### src/rxs_pkg.sv
package rxs_pkg;
  localparam int          RXS_NUM_COUNTERS   = 8;
  localparam int          RXS_HALF_BIT       = 31;
  // counter indices, counters sit at byte offset 4 * index
  localparam int          RXS_CNT_GOOD       = 0;
  localparam int          RXS_CNT_BCAST      = 1;
  localparam int          RXS_CNT_MCAST      = 2;
  localparam int          RXS_CNT_PAUSE      = 3;
  localparam int          RXS_CNT_CRC        = 4;
  localparam int          RXS_CNT_ALIGN      = 5;
  localparam int          RXS_CNT_OVER       = 6;
  localparam int          RXS_CNT_JABBER     = 7;
  // register byte offsets
  localparam logic [7:0]  RXS_OFS_CNT_BASE   = 8'h00;
  localparam logic [7:0]  RXS_OFS_CNT_LAST   = 8'h1C;
  localparam logic [7:0]  RXS_OFS_RAW_STAT   = 8'h20;
  localparam logic [7:0]  RXS_OFS_MASKED     = 8'h24;
  localparam logic [7:0]  RXS_OFS_MASK_SET   = 8'h28;
  localparam logic [7:0]  RXS_OFS_MASK_CLR   = 8'h2C;
  localparam logic [7:0]  RXS_OFS_MAX_LEN    = 8'h30;
  localparam logic [7:0]  RXS_OFS_PORT_CTRL  = 8'h34;
  localparam logic [7:0]  RXS_OFS_WRAP_STAT  = 8'h38;
  localparam logic [7:0]  RXS_OFS_WRAP_CLR   = 8'h3C;
  localparam logic [7:0]  RXS_OFS_WRAP_EN    = 8'h40;
  // field positions and reset values
  localparam int          RXS_STATS_IRQ_PENDING_BIT  = 0;
  localparam int          RXS_PAUSE_EN_BIT   = 0;
  localparam logic [15:0] RXS_MAX_LEN_RESET  = 16'h05EE;
  localparam logic [31:0] RXS_COUNT_RESET    = 32'h0000_0000;
  // frame classification constants
  localparam logic [15:0] RXS_MIN_FRAME_LEN  = 16'h0040;
  localparam logic [15:0] RXS_PAUSE_TYPE     = 16'h8808;
  localparam logic [15:0] RXS_PAUSE_OPCODE   = 16'h0001;
  localparam logic [47:0] RXS_BCAST_ADDR     = 48'hFFFF_FFFF_FFFF;
  localparam int          RXS_MCAST_BIT      = 40;

  typedef enum logic [1:0] {
    RXS_BUS_IDLE = 2'b01,
    RXS_BUS_ACK  = 2'b10
  } rxs_bus_state_type;
endpackage

### src/rxs_stat_counter.sv
`timescale 1ns/1ps
module rxs_stat_counter
  import rxs_pkg::*;
(
  // clock and reset
  input  wire logic        clk_sys,
  input  wire logic        sys_rst,
  // update requests
  input  wire logic        inc,
  input  wire logic        sub_valid,
  input  wire logic [31:0] sub_value,
  // state
  output logic      [31:0] count,
  output logic             wrapped
);
  logic [31:0] next_count;

  // increment and decrement fold into one update so neither is lost
  always_comb begin
    next_count = count + {31'h0000_0000, inc} - (sub_valid ? sub_value : 32'h0000_0000);
  end

  always_ff @(posedge clk_sys) begin
    if (sys_rst) begin
      count <= RXS_COUNT_RESET;
    end else begin
      count <= next_count;
    end
  end

  assign wrapped = inc && (count == 32'hFFFF_FFFF);
endmodule

### src/rxs_rx_statistics.sv
// Contract
// - raise statistics pending irq, when enabled, while any counter is at least 8000_0000h
// - software decrements counters; pending drops once none remains at or above half scale
// - each counter is 32 bits, memory mapped, wrapping from all-ones to zero
// - good counter: matched data/control frame, 64..max length, no crc/align/code error
// - broadcast counter: error-free all-ones destination frame of 64..max length
// - multicast counter: error-free non-broadcast multicast frame of 64..max length
// - pause counter: error-free 8808h/0001h frame of valid length, only with pause enable
// - receive overruns never affect any counter
// - crc counter: matched frame 64..max length, crc error, no code or alignment error
// - crc error means even nibble count and failed frame check
// - align/code counter: matched frame 64..max length with alignment or code error
// - alignment error means odd nibble count and failed check without last nibble
// - receive error input high anytime during a frame flags a code error
// - oversize counter: matched frame above max length with no error
// - jabber counter: matched frame above max length with any error
// - mask bit gates pending onto irq; set location enables, clear location disables
// - pending is readable raw and masked
`timescale 1ns/1ps
module rxs_rx_statistics
  import rxs_pkg::*;
(
  // clock and reset
  input  wire logic        clk_sys,
  input  wire logic        sys_rst,
  // avalon-mm slave
  input  wire logic [7:0]  avs_address,
  input  wire logic        avs_read,
  input  wire logic        avs_write,
  input  wire logic [31:0] avs_writedata,
  input  wire logic [3:0]  avs_byteenable,
  output logic      [31:0] avs_readdata,
  output logic             avs_waitrequest,
  // receive path frame status
  input  wire logic        rx_frame_active,
  input  wire logic        rx_error_input,
  input  wire logic        rx_frame_done,
  input  wire logic [15:0] rx_frame_length,
  input  wire logic [47:0] rx_dest_addr,
  input  wire logic        rx_addr_match,
  input  wire logic        rx_is_data_or_ctrl,
  input  wire logic [15:0] rx_type_length,
  input  wire logic [15:0] rx_opcode,
  input  wire logic        rx_odd_nibbles,
  input  wire logic        rx_fcs_fail,
  // interrupt
  output logic             stats_irq
);
  rxs_bus_state_type bus_state;
  logic [31:0] count [RXS_NUM_COUNTERS];
  logic [RXS_NUM_COUNTERS-1:0] inc_q;
  logic [RXS_NUM_COUNTERS-1:0] next_inc;
  logic [RXS_NUM_COUNTERS-1:0] sub_hit;
  logic [RXS_NUM_COUNTERS-1:0] wrap_pulse;
  logic [RXS_NUM_COUNTERS-1:0] wrap_status;
  logic [RXS_NUM_COUNTERS-1:0] wrap_enable;
  logic [RXS_NUM_COUNTERS-1:0] half_bits;
  logic [31:0] wdata_be;
  logic [31:0] next_readdata;
  logic [15:0] rx_max_frame_length;
  logic        port_pause_flow_en;
  logic        stats_irq_pending;
  logic        stat_int_mask;
  logic        code_seen;
  logic        bus_req;
  logic        bus_wr_go;
  logic        in_frame;
  logic        len_ok;
  logic        len_over;
  logic        crc_err;
  logic        align_err;
  logic        code_err;
  logic        any_err;
  logic        is_bcast;
  logic        is_mcast;
  logic        is_pause;

  // bus handshake: one wait cycle, so every access completes two edges after it is raised
  assign bus_req   = avs_read || avs_write;
  assign bus_wr_go = avs_write && (bus_state == RXS_BUS_ACK);
  assign wdata_be  = avs_writedata & {{8{avs_byteenable[3]}}, {8{avs_byteenable[2]}},
                                      {8{avs_byteenable[1]}}, {8{avs_byteenable[0]}}};

  always_ff @(posedge clk_sys) begin
    if (sys_rst) begin
      bus_state       <= RXS_BUS_IDLE;
      avs_waitrequest <= 1'b1;
    end else begin
      unique case (bus_state)
        RXS_BUS_IDLE: begin
          if (bus_req) begin
            bus_state       <= RXS_BUS_ACK;
            avs_waitrequest <= 1'b0;
          end
        end
        RXS_BUS_ACK: begin
          bus_state       <= RXS_BUS_IDLE;
          avs_waitrequest <= 1'b1;
        end
      endcase
    end
  end

  always_comb begin
    next_readdata = 32'h0000_0000;
    if (avs_address <= RXS_OFS_CNT_LAST && avs_address[1:0] == 2'b00) begin
      next_readdata = count[avs_address[4:2]];
    end else begin
      unique case (avs_address)
        RXS_OFS_RAW_STAT:  next_readdata[RXS_STATS_IRQ_PENDING_BIT] = stats_irq_pending;
        RXS_OFS_MASKED:    next_readdata[RXS_STATS_IRQ_PENDING_BIT] = stats_irq_pending && stat_int_mask;
        RXS_OFS_MASK_SET:  next_readdata[RXS_STATS_IRQ_PENDING_BIT] = stat_int_mask;
        RXS_OFS_MASK_CLR:  next_readdata[RXS_STATS_IRQ_PENDING_BIT] = stat_int_mask;
        RXS_OFS_MAX_LEN:   next_readdata[15:0] = rx_max_frame_length;
        RXS_OFS_PORT_CTRL: next_readdata[RXS_PAUSE_EN_BIT] = port_pause_flow_en;
        RXS_OFS_WRAP_STAT: next_readdata[RXS_NUM_COUNTERS-1:0] = wrap_status;
        RXS_OFS_WRAP_EN:   next_readdata[RXS_NUM_COUNTERS-1:0] = wrap_enable;
        default:           next_readdata = 32'h0000_0000;
      endcase
    end
  end

  // read data is captured while waitrequest is still high and stands through the ack cycle
  always_ff @(posedge clk_sys) begin
    if (sys_rst) begin
      avs_readdata <= 32'h0000_0000;
    end else if (avs_read && bus_state == RXS_BUS_IDLE) begin
      avs_readdata <= next_readdata;
    end
  end

  // control registers
  always_ff @(posedge clk_sys) begin
    if (sys_rst) begin
      rx_max_frame_length <= RXS_MAX_LEN_RESET;
      port_pause_flow_en  <= 1'b0;
      stat_int_mask       <= 1'b0;
      wrap_enable         <= '0;
    end else if (bus_wr_go) begin
      unique case (avs_address)
        RXS_OFS_MAX_LEN:   rx_max_frame_length <= wdata_be[15:0];
        RXS_OFS_PORT_CTRL: port_pause_flow_en <= wdata_be[RXS_PAUSE_EN_BIT];
        RXS_OFS_WRAP_EN:   wrap_enable <= wdata_be[RXS_NUM_COUNTERS-1:0];
        RXS_OFS_MASK_SET: begin
          if (wdata_be[RXS_STATS_IRQ_PENDING_BIT]) begin
            stat_int_mask <= 1'b1;
          end
        end
        RXS_OFS_MASK_CLR: begin
          if (wdata_be[RXS_STATS_IRQ_PENDING_BIT]) begin
            stat_int_mask <= 1'b0;
          end
        end
        default: ;
      endcase
    end
  end

  // code error is latched across the frame; cleared as the frame ends
  always_ff @(posedge clk_sys) begin
    if (sys_rst) begin
      code_seen <= 1'b0;
    end else if (rx_frame_done) begin
      code_seen <= 1'b0;
    end else if (rx_frame_active && rx_error_input) begin
      code_seen <= 1'b1;
    end
  end

  // overrun status is deliberately not an input: it never alters classification
  assign in_frame  = rx_frame_done && rx_is_data_or_ctrl && rx_addr_match;
  assign len_ok    = rx_frame_length >= RXS_MIN_FRAME_LEN && rx_frame_length <= rx_max_frame_length;
  assign len_over  = rx_frame_length > rx_max_frame_length;
  assign crc_err   = rx_fcs_fail && !rx_odd_nibbles;
  assign align_err = rx_fcs_fail && rx_odd_nibbles;
  assign code_err  = code_seen || rx_error_input;
  assign any_err   = crc_err || align_err || code_err;
  assign is_bcast  = rx_dest_addr == RXS_BCAST_ADDR;
  assign is_mcast  = rx_dest_addr[RXS_MCAST_BIT] && !is_bcast;
  assign is_pause  = rx_type_length == RXS_PAUSE_TYPE && rx_opcode == RXS_PAUSE_OPCODE;

  always_comb begin
    next_inc                 = '0;
    next_inc[RXS_CNT_GOOD]   = in_frame && len_ok && !any_err;
    next_inc[RXS_CNT_BCAST]  = in_frame && len_ok && !any_err && is_bcast;
    next_inc[RXS_CNT_MCAST]  = in_frame && len_ok && !any_err && is_mcast;
    next_inc[RXS_CNT_PAUSE]  = in_frame && len_ok && !any_err && is_pause
                               && port_pause_flow_en;
    next_inc[RXS_CNT_CRC]    = in_frame && len_ok && crc_err && !code_err;
    next_inc[RXS_CNT_ALIGN]  = in_frame && len_ok && (align_err || code_err);
    next_inc[RXS_CNT_OVER]   = in_frame && len_over && !any_err;
    next_inc[RXS_CNT_JABBER] = in_frame && len_over && any_err;
  end

  always_ff @(posedge clk_sys) begin
    if (sys_rst) begin
      inc_q <= '0;
    end else begin
      inc_q <= next_inc;
    end
  end

  for (genvar i = 0; i < RXS_NUM_COUNTERS; i++) begin : g_cnt
    // a write to a counter is a decrement by the written value
    assign sub_hit[i]   = bus_wr_go && avs_address[7:2] == (RXS_OFS_CNT_BASE[7:2] + 6'(i));
    assign half_bits[i] = count[i][RXS_HALF_BIT];
    rxs_stat_counter u_cnt (
      .clk_sys   (clk_sys),
      .sys_rst   (sys_rst),
      .inc       (inc_q[i]),
      .sub_valid (sub_hit[i]),
      .sub_value (wdata_be),
      .count     (count[i]),
      .wrapped   (wrap_pulse[i])
    );
  end

  // pending is a level: it follows the counters, so decrements or a counter wrapping to zero remove it
  always_ff @(posedge clk_sys) begin
    if (sys_rst) begin
      stats_irq_pending <= 1'b0;
    end else begin
      stats_irq_pending <= |half_bits;
    end
  end

  // sticky wrap flags; a wrap in the clearing cycle survives
  always_ff @(posedge clk_sys) begin
    if (sys_rst) begin
      wrap_status <= '0;
    end else if (bus_wr_go && avs_address == RXS_OFS_WRAP_CLR) begin
      wrap_status <= (wrap_status & ~wdata_be[RXS_NUM_COUNTERS-1:0]) | wrap_pulse;
    end else begin
      wrap_status <= wrap_status | wrap_pulse;
    end
  end

  always_ff @(posedge clk_sys) begin
    if (sys_rst) begin
      stats_irq <= 1'b0;
    end else begin
      stats_irq <= (stats_irq_pending && stat_int_mask) || |(wrap_status & wrap_enable);
    end
  end
endmodule

### config.mk
export PLATFORM = sky130hd
export DESIGN_NAME = rxs_rx_statistics
export DESIGN_NICKNAME = d
export VERILOG_FILES = /design/src/rxs_pkg.sv /design/src/rxs_stat_counter.sv /design/src/rxs_rx_statistics.sv
export SDC_FILE = /design/constraint.sdc
export NUM_CORES = 2
export LEC_CHECK = 0
export BUFFER_PORTS_ARGS = -buffer_cell sky130_fd_sc_hd__buf_4
export CELL_PAD_IN_SITES_DETAIL_PLACEMENT = 0
export CELL_PAD_IN_SITES_GLOBAL_PLACEMENT = 1
export CORE_ASPECT_RATIO = 0.8
export CORE_MARGIN = 2
export CORE_UTILIZATION = 45
export CTS_BUF_LIST = sky130_fd_sc_hd__clkbuf_4
export DETAILED_ROUTE_END_ITERATION = 12
export GPL_ROUTABILITY_DRIVEN = 1
export PLACE_DENSITY = 0.79
export SKIP_CTS_REPAIR_TIMING = 1
export SLEW_MARGIN = 20
export SYNTH_ARGS = -nofsm -noshare
export SYNTH_HDL_FRONTEND = slang
export SYNTH_SLANG_ARGS = --single-unit
### constraint.sdc
create_clock -name clk_sys -period 10.6 [get_ports clk_sys]
set_clock_uncertainty 0.1 [all_clocks]
set_input_delay 1.59 -clock clk_sys [delete_from_list [all_inputs] [get_ports clk_sys]]
set_output_delay 1.59 -clock clk_sys [all_outputs]
set_load 0.01 [all_outputs]
==> out/qor.yml <==
grt:
  grt_util_all_layers_pct: 30.3
  grt_pass1_wl_mm: 153
  grt_remaining_overflow: 0
  grt_pass1_vias: 25700
  grt_start_max_net_pins: 84
  grt_antenna_before_repair: 9
pwr:
  power.leakage_nw: 14.2
  p_per_area_nw_per_um2: 325
  irDropWorstVdd_uv: 148
  finalPower_mw: 10.5
outcome:
  status: "completed"
worst_setup_path:
  critPathLaunchType: "primary input"
  endpoint_kind: "register"
  cp_max_fo: 30
  worst-path-buf-inv: 2
  crit_type: "primary input to register"
  r2r_cells: 18
  arrival_ps: 6630
  worstPathCellList: "buf_4, nand2_1, nor4_1, nand2b_1, nor2_2, buf_4, nand2_1, ha_1, ha_1, a211oi_1, o21ai_1, a22o_1, a211oi_2, o221ai_1, a41o_1, nor3_2, xnor2_1, nor2_1"
  critPathMaxStageDelay_ps: 720
  cpLargestDelayFamily: "simple AND/OR/NAND/NOR gates"
  worst-path-stages: 18
  reg2reg_from: "bus_state[0]$_SDFFE_PP1P_"
  slowest_stage: "nor4_1"
  critPathLaunch: "avs_write"
  cp_data_required_time_ps: 11210
flow_run:
  cap_violations: 0
clocking:
  cts_buffers: 100
  cts-root-buf: "clkbuf_4"
  ctsHtreeMaxLevel: 3
  clock_latency_ps: 920
  clkTransAtPathRegs_ps: 60
  tritoncts: "done"
  clock_sinks: 335
  clockBufferDepth: 3
logic_synthesis:
  synth_top_family_by_area: "adder cells"
  synth_top_area_share_pct: 23.1
  syn_area_per_cell_um2: 8.41
  synthCells: 3446
  synthFlopType: "dfxtp_1"
  synth_common_cells: "ha_1 (512), nand2_1 (401), nor2_1 (365)"
  synth_nets: 4117
  ys_ff_latch: 335
  synth_warnings: 0
  synth-simple-area-share_pct: 19.3
  synth_compound_area_share_pct: 18.3
  synth_async_sr_flop_share_pct: 0
  synth_area_um2: 29000
  synth_area_leaders: "dfxtp_1 (23%), ha_1 (22%), nand2_1 (5.2%)"
  synth_mux_area_share_pct: 6.52
  synth_xor_area_share_pct: 6.77
  synth_top_area_cell: "dfxtp_1"
  netlist-cell-type-count: 90
  synth.most_common_cell: "ha_1"
  yosysSeqAreaShare_pct: 23.1
  synth_edf_count: 0
  synthAdderAreaFrac_pct: 22.6
timing:
  finalHoldViolCount: 0
  fin_crit_sh_pct: 56.8
  setup_viol: 0
  clock.fmax_ghz: 0.166
  fin_crit_ps: 6020
  slew-limit-headroom_pct: 28.1
  worst_pin_slew_ps: 1080
  final_max_slew_viol_count: 0
  fin_setup_tns_ps: 0
  rsz0062_at_grt: "false"
final_layout:
  fill_cells: 6374
  multiInputGateArea_um2: 21300
  area.growth.synth_to_final_pct: 11.9
  num-nets-final: 4282
  drive_gt1_share_pct: 14.0
  seq_area_um2: 6710
detailed_routing:
  drt_iter0_drc: 2189
  vias_per_cell: 5.96
  drcViolationCount: 0
  wl_per_cell_um: 22.3
  finalWirelength_mm: 101
  dr_total_vias: 27100
  dr.pass1.iters: 8
  ant_nets: 0
die:
  die_y_um: 231
  initial_utilization_pct: 45.3
  die-area_um2: 66500
  coreArea_um2: 64000
  die_width_um: 288
  ioPinCount: 185
  rows: 83
worst_hold_path:
  min-delay-start: "avs_readdata[11]$_SDFFE_PP0P_"
  worstHoldPathCells: 2
  hp-class: "register to register"
place:
  globalplace.congestion: 0.933
  hpwl_mm: 81.1
  port_buffers: 184
-- layout by cell type, fill, tap and decap left out, types with 105 or more instances in the layout --
cell        n
xnor2_1   131
a21oi_1   241
dfxtp_1   335
nand2_1   401
nor2_1    358
a21o_1    130
buf_4     214
o21ai_0   136
inv_1     105
clkbuf_4  144
nand4_1   106
ha_1      512
-- routing by layer --
layer	GRT usage, %	part of all wire, %
met4	11.7	4.2
met3	6.35	8.8
met5	0	0.013
met1	41.6	45
met2	46.3	42
-- worst min-delay path, cell delays in order (launching register included) --
cell and delay [ps]:
dfxtp_1 310, nor2_1 90, nor3_1 50
-- final cells by class --
type | count | share of cell area, %
diodes | 7 | 0.0540
clock buffers | 144 | 3.33
clock inverters | 34 | 0.671
inverters | 106 | 1.23
multi-input cells | 2853 | 65.8
flip-flops and latches | 335 | 20.7
well taps | 850 | 3.28
repair buffers | 215 | 5.00
-- registers in the layout (all words and copies together) (netlist names) --
| name | flops |
|---|---|
| avs_readdata | 32 |
| g_cnt.u_cnt.count | 256 |
| inc_q | 8 |
| bus_state | 2 |
| rx_max_frame_length | 16 |
| stat_int_mask | 1 |
| port_pause_flow_en | 1 |
| stats_irq | 1 |
| wrap_enable | 8 |
| code_seen | 1 |
| stats_irq_pending | 1 |
| wrap_status | 8 |
-- report_power, final --
part	internal [mW]	switching, mW	leakage (nW)
Clock	0.693	0.644	0.762
Sequential	1.66	0.481	2.76
Combinational	3.12	3.95	10.6
Total	5.47	5.07	14.2
-- metrics by stage --
stage / instances / util [%] / worst slack [ps] / instance area [um^2] / hold slack [ps]
floorplan: 3446 / - / 4920 / 29000 / 356
global placement: 4359 / 48.7 / 3860 / 31100 / 389
detailed placement: 4359 / 48.7 / 3850 / 31100 / 389
CTS: 4537 / 50.7 / 4780 / 32400 / 397
global route: 4543 / 50.7 / 4300 / 32400 / 422
finish: 4544 / 50.7 / 4580 / 32400 / 397
-- worst paths after layout --
kind / slack [ps] / to
max: 4580 / g_cnt[1].u_cnt.count[31]$_SDFF_PP0_
min reg2reg: 400 / avs_readdata[11]$_SDFFE_PP0P_
max reg2reg: 4720 / g_cnt[1].u_cnt.count[31]$_SDFF_PP0_
min: 400 / avs_readdata[11]$_SDFFE_PP0P_
-- kinds of logic (layout without fill, tap and decap cells) --
logic type / after synthesis / in the layout
mux: 108 / 108
simple gates: 1210 / 1210
other cells: 0 / 7
compound gates: 791 / 791
buf+inv: 258 / 499
fa+ha+maj: 520 / 520
flops: 335 / 335
xor+xnor: 224 / 224
Power figures use the tool's default switching activity.
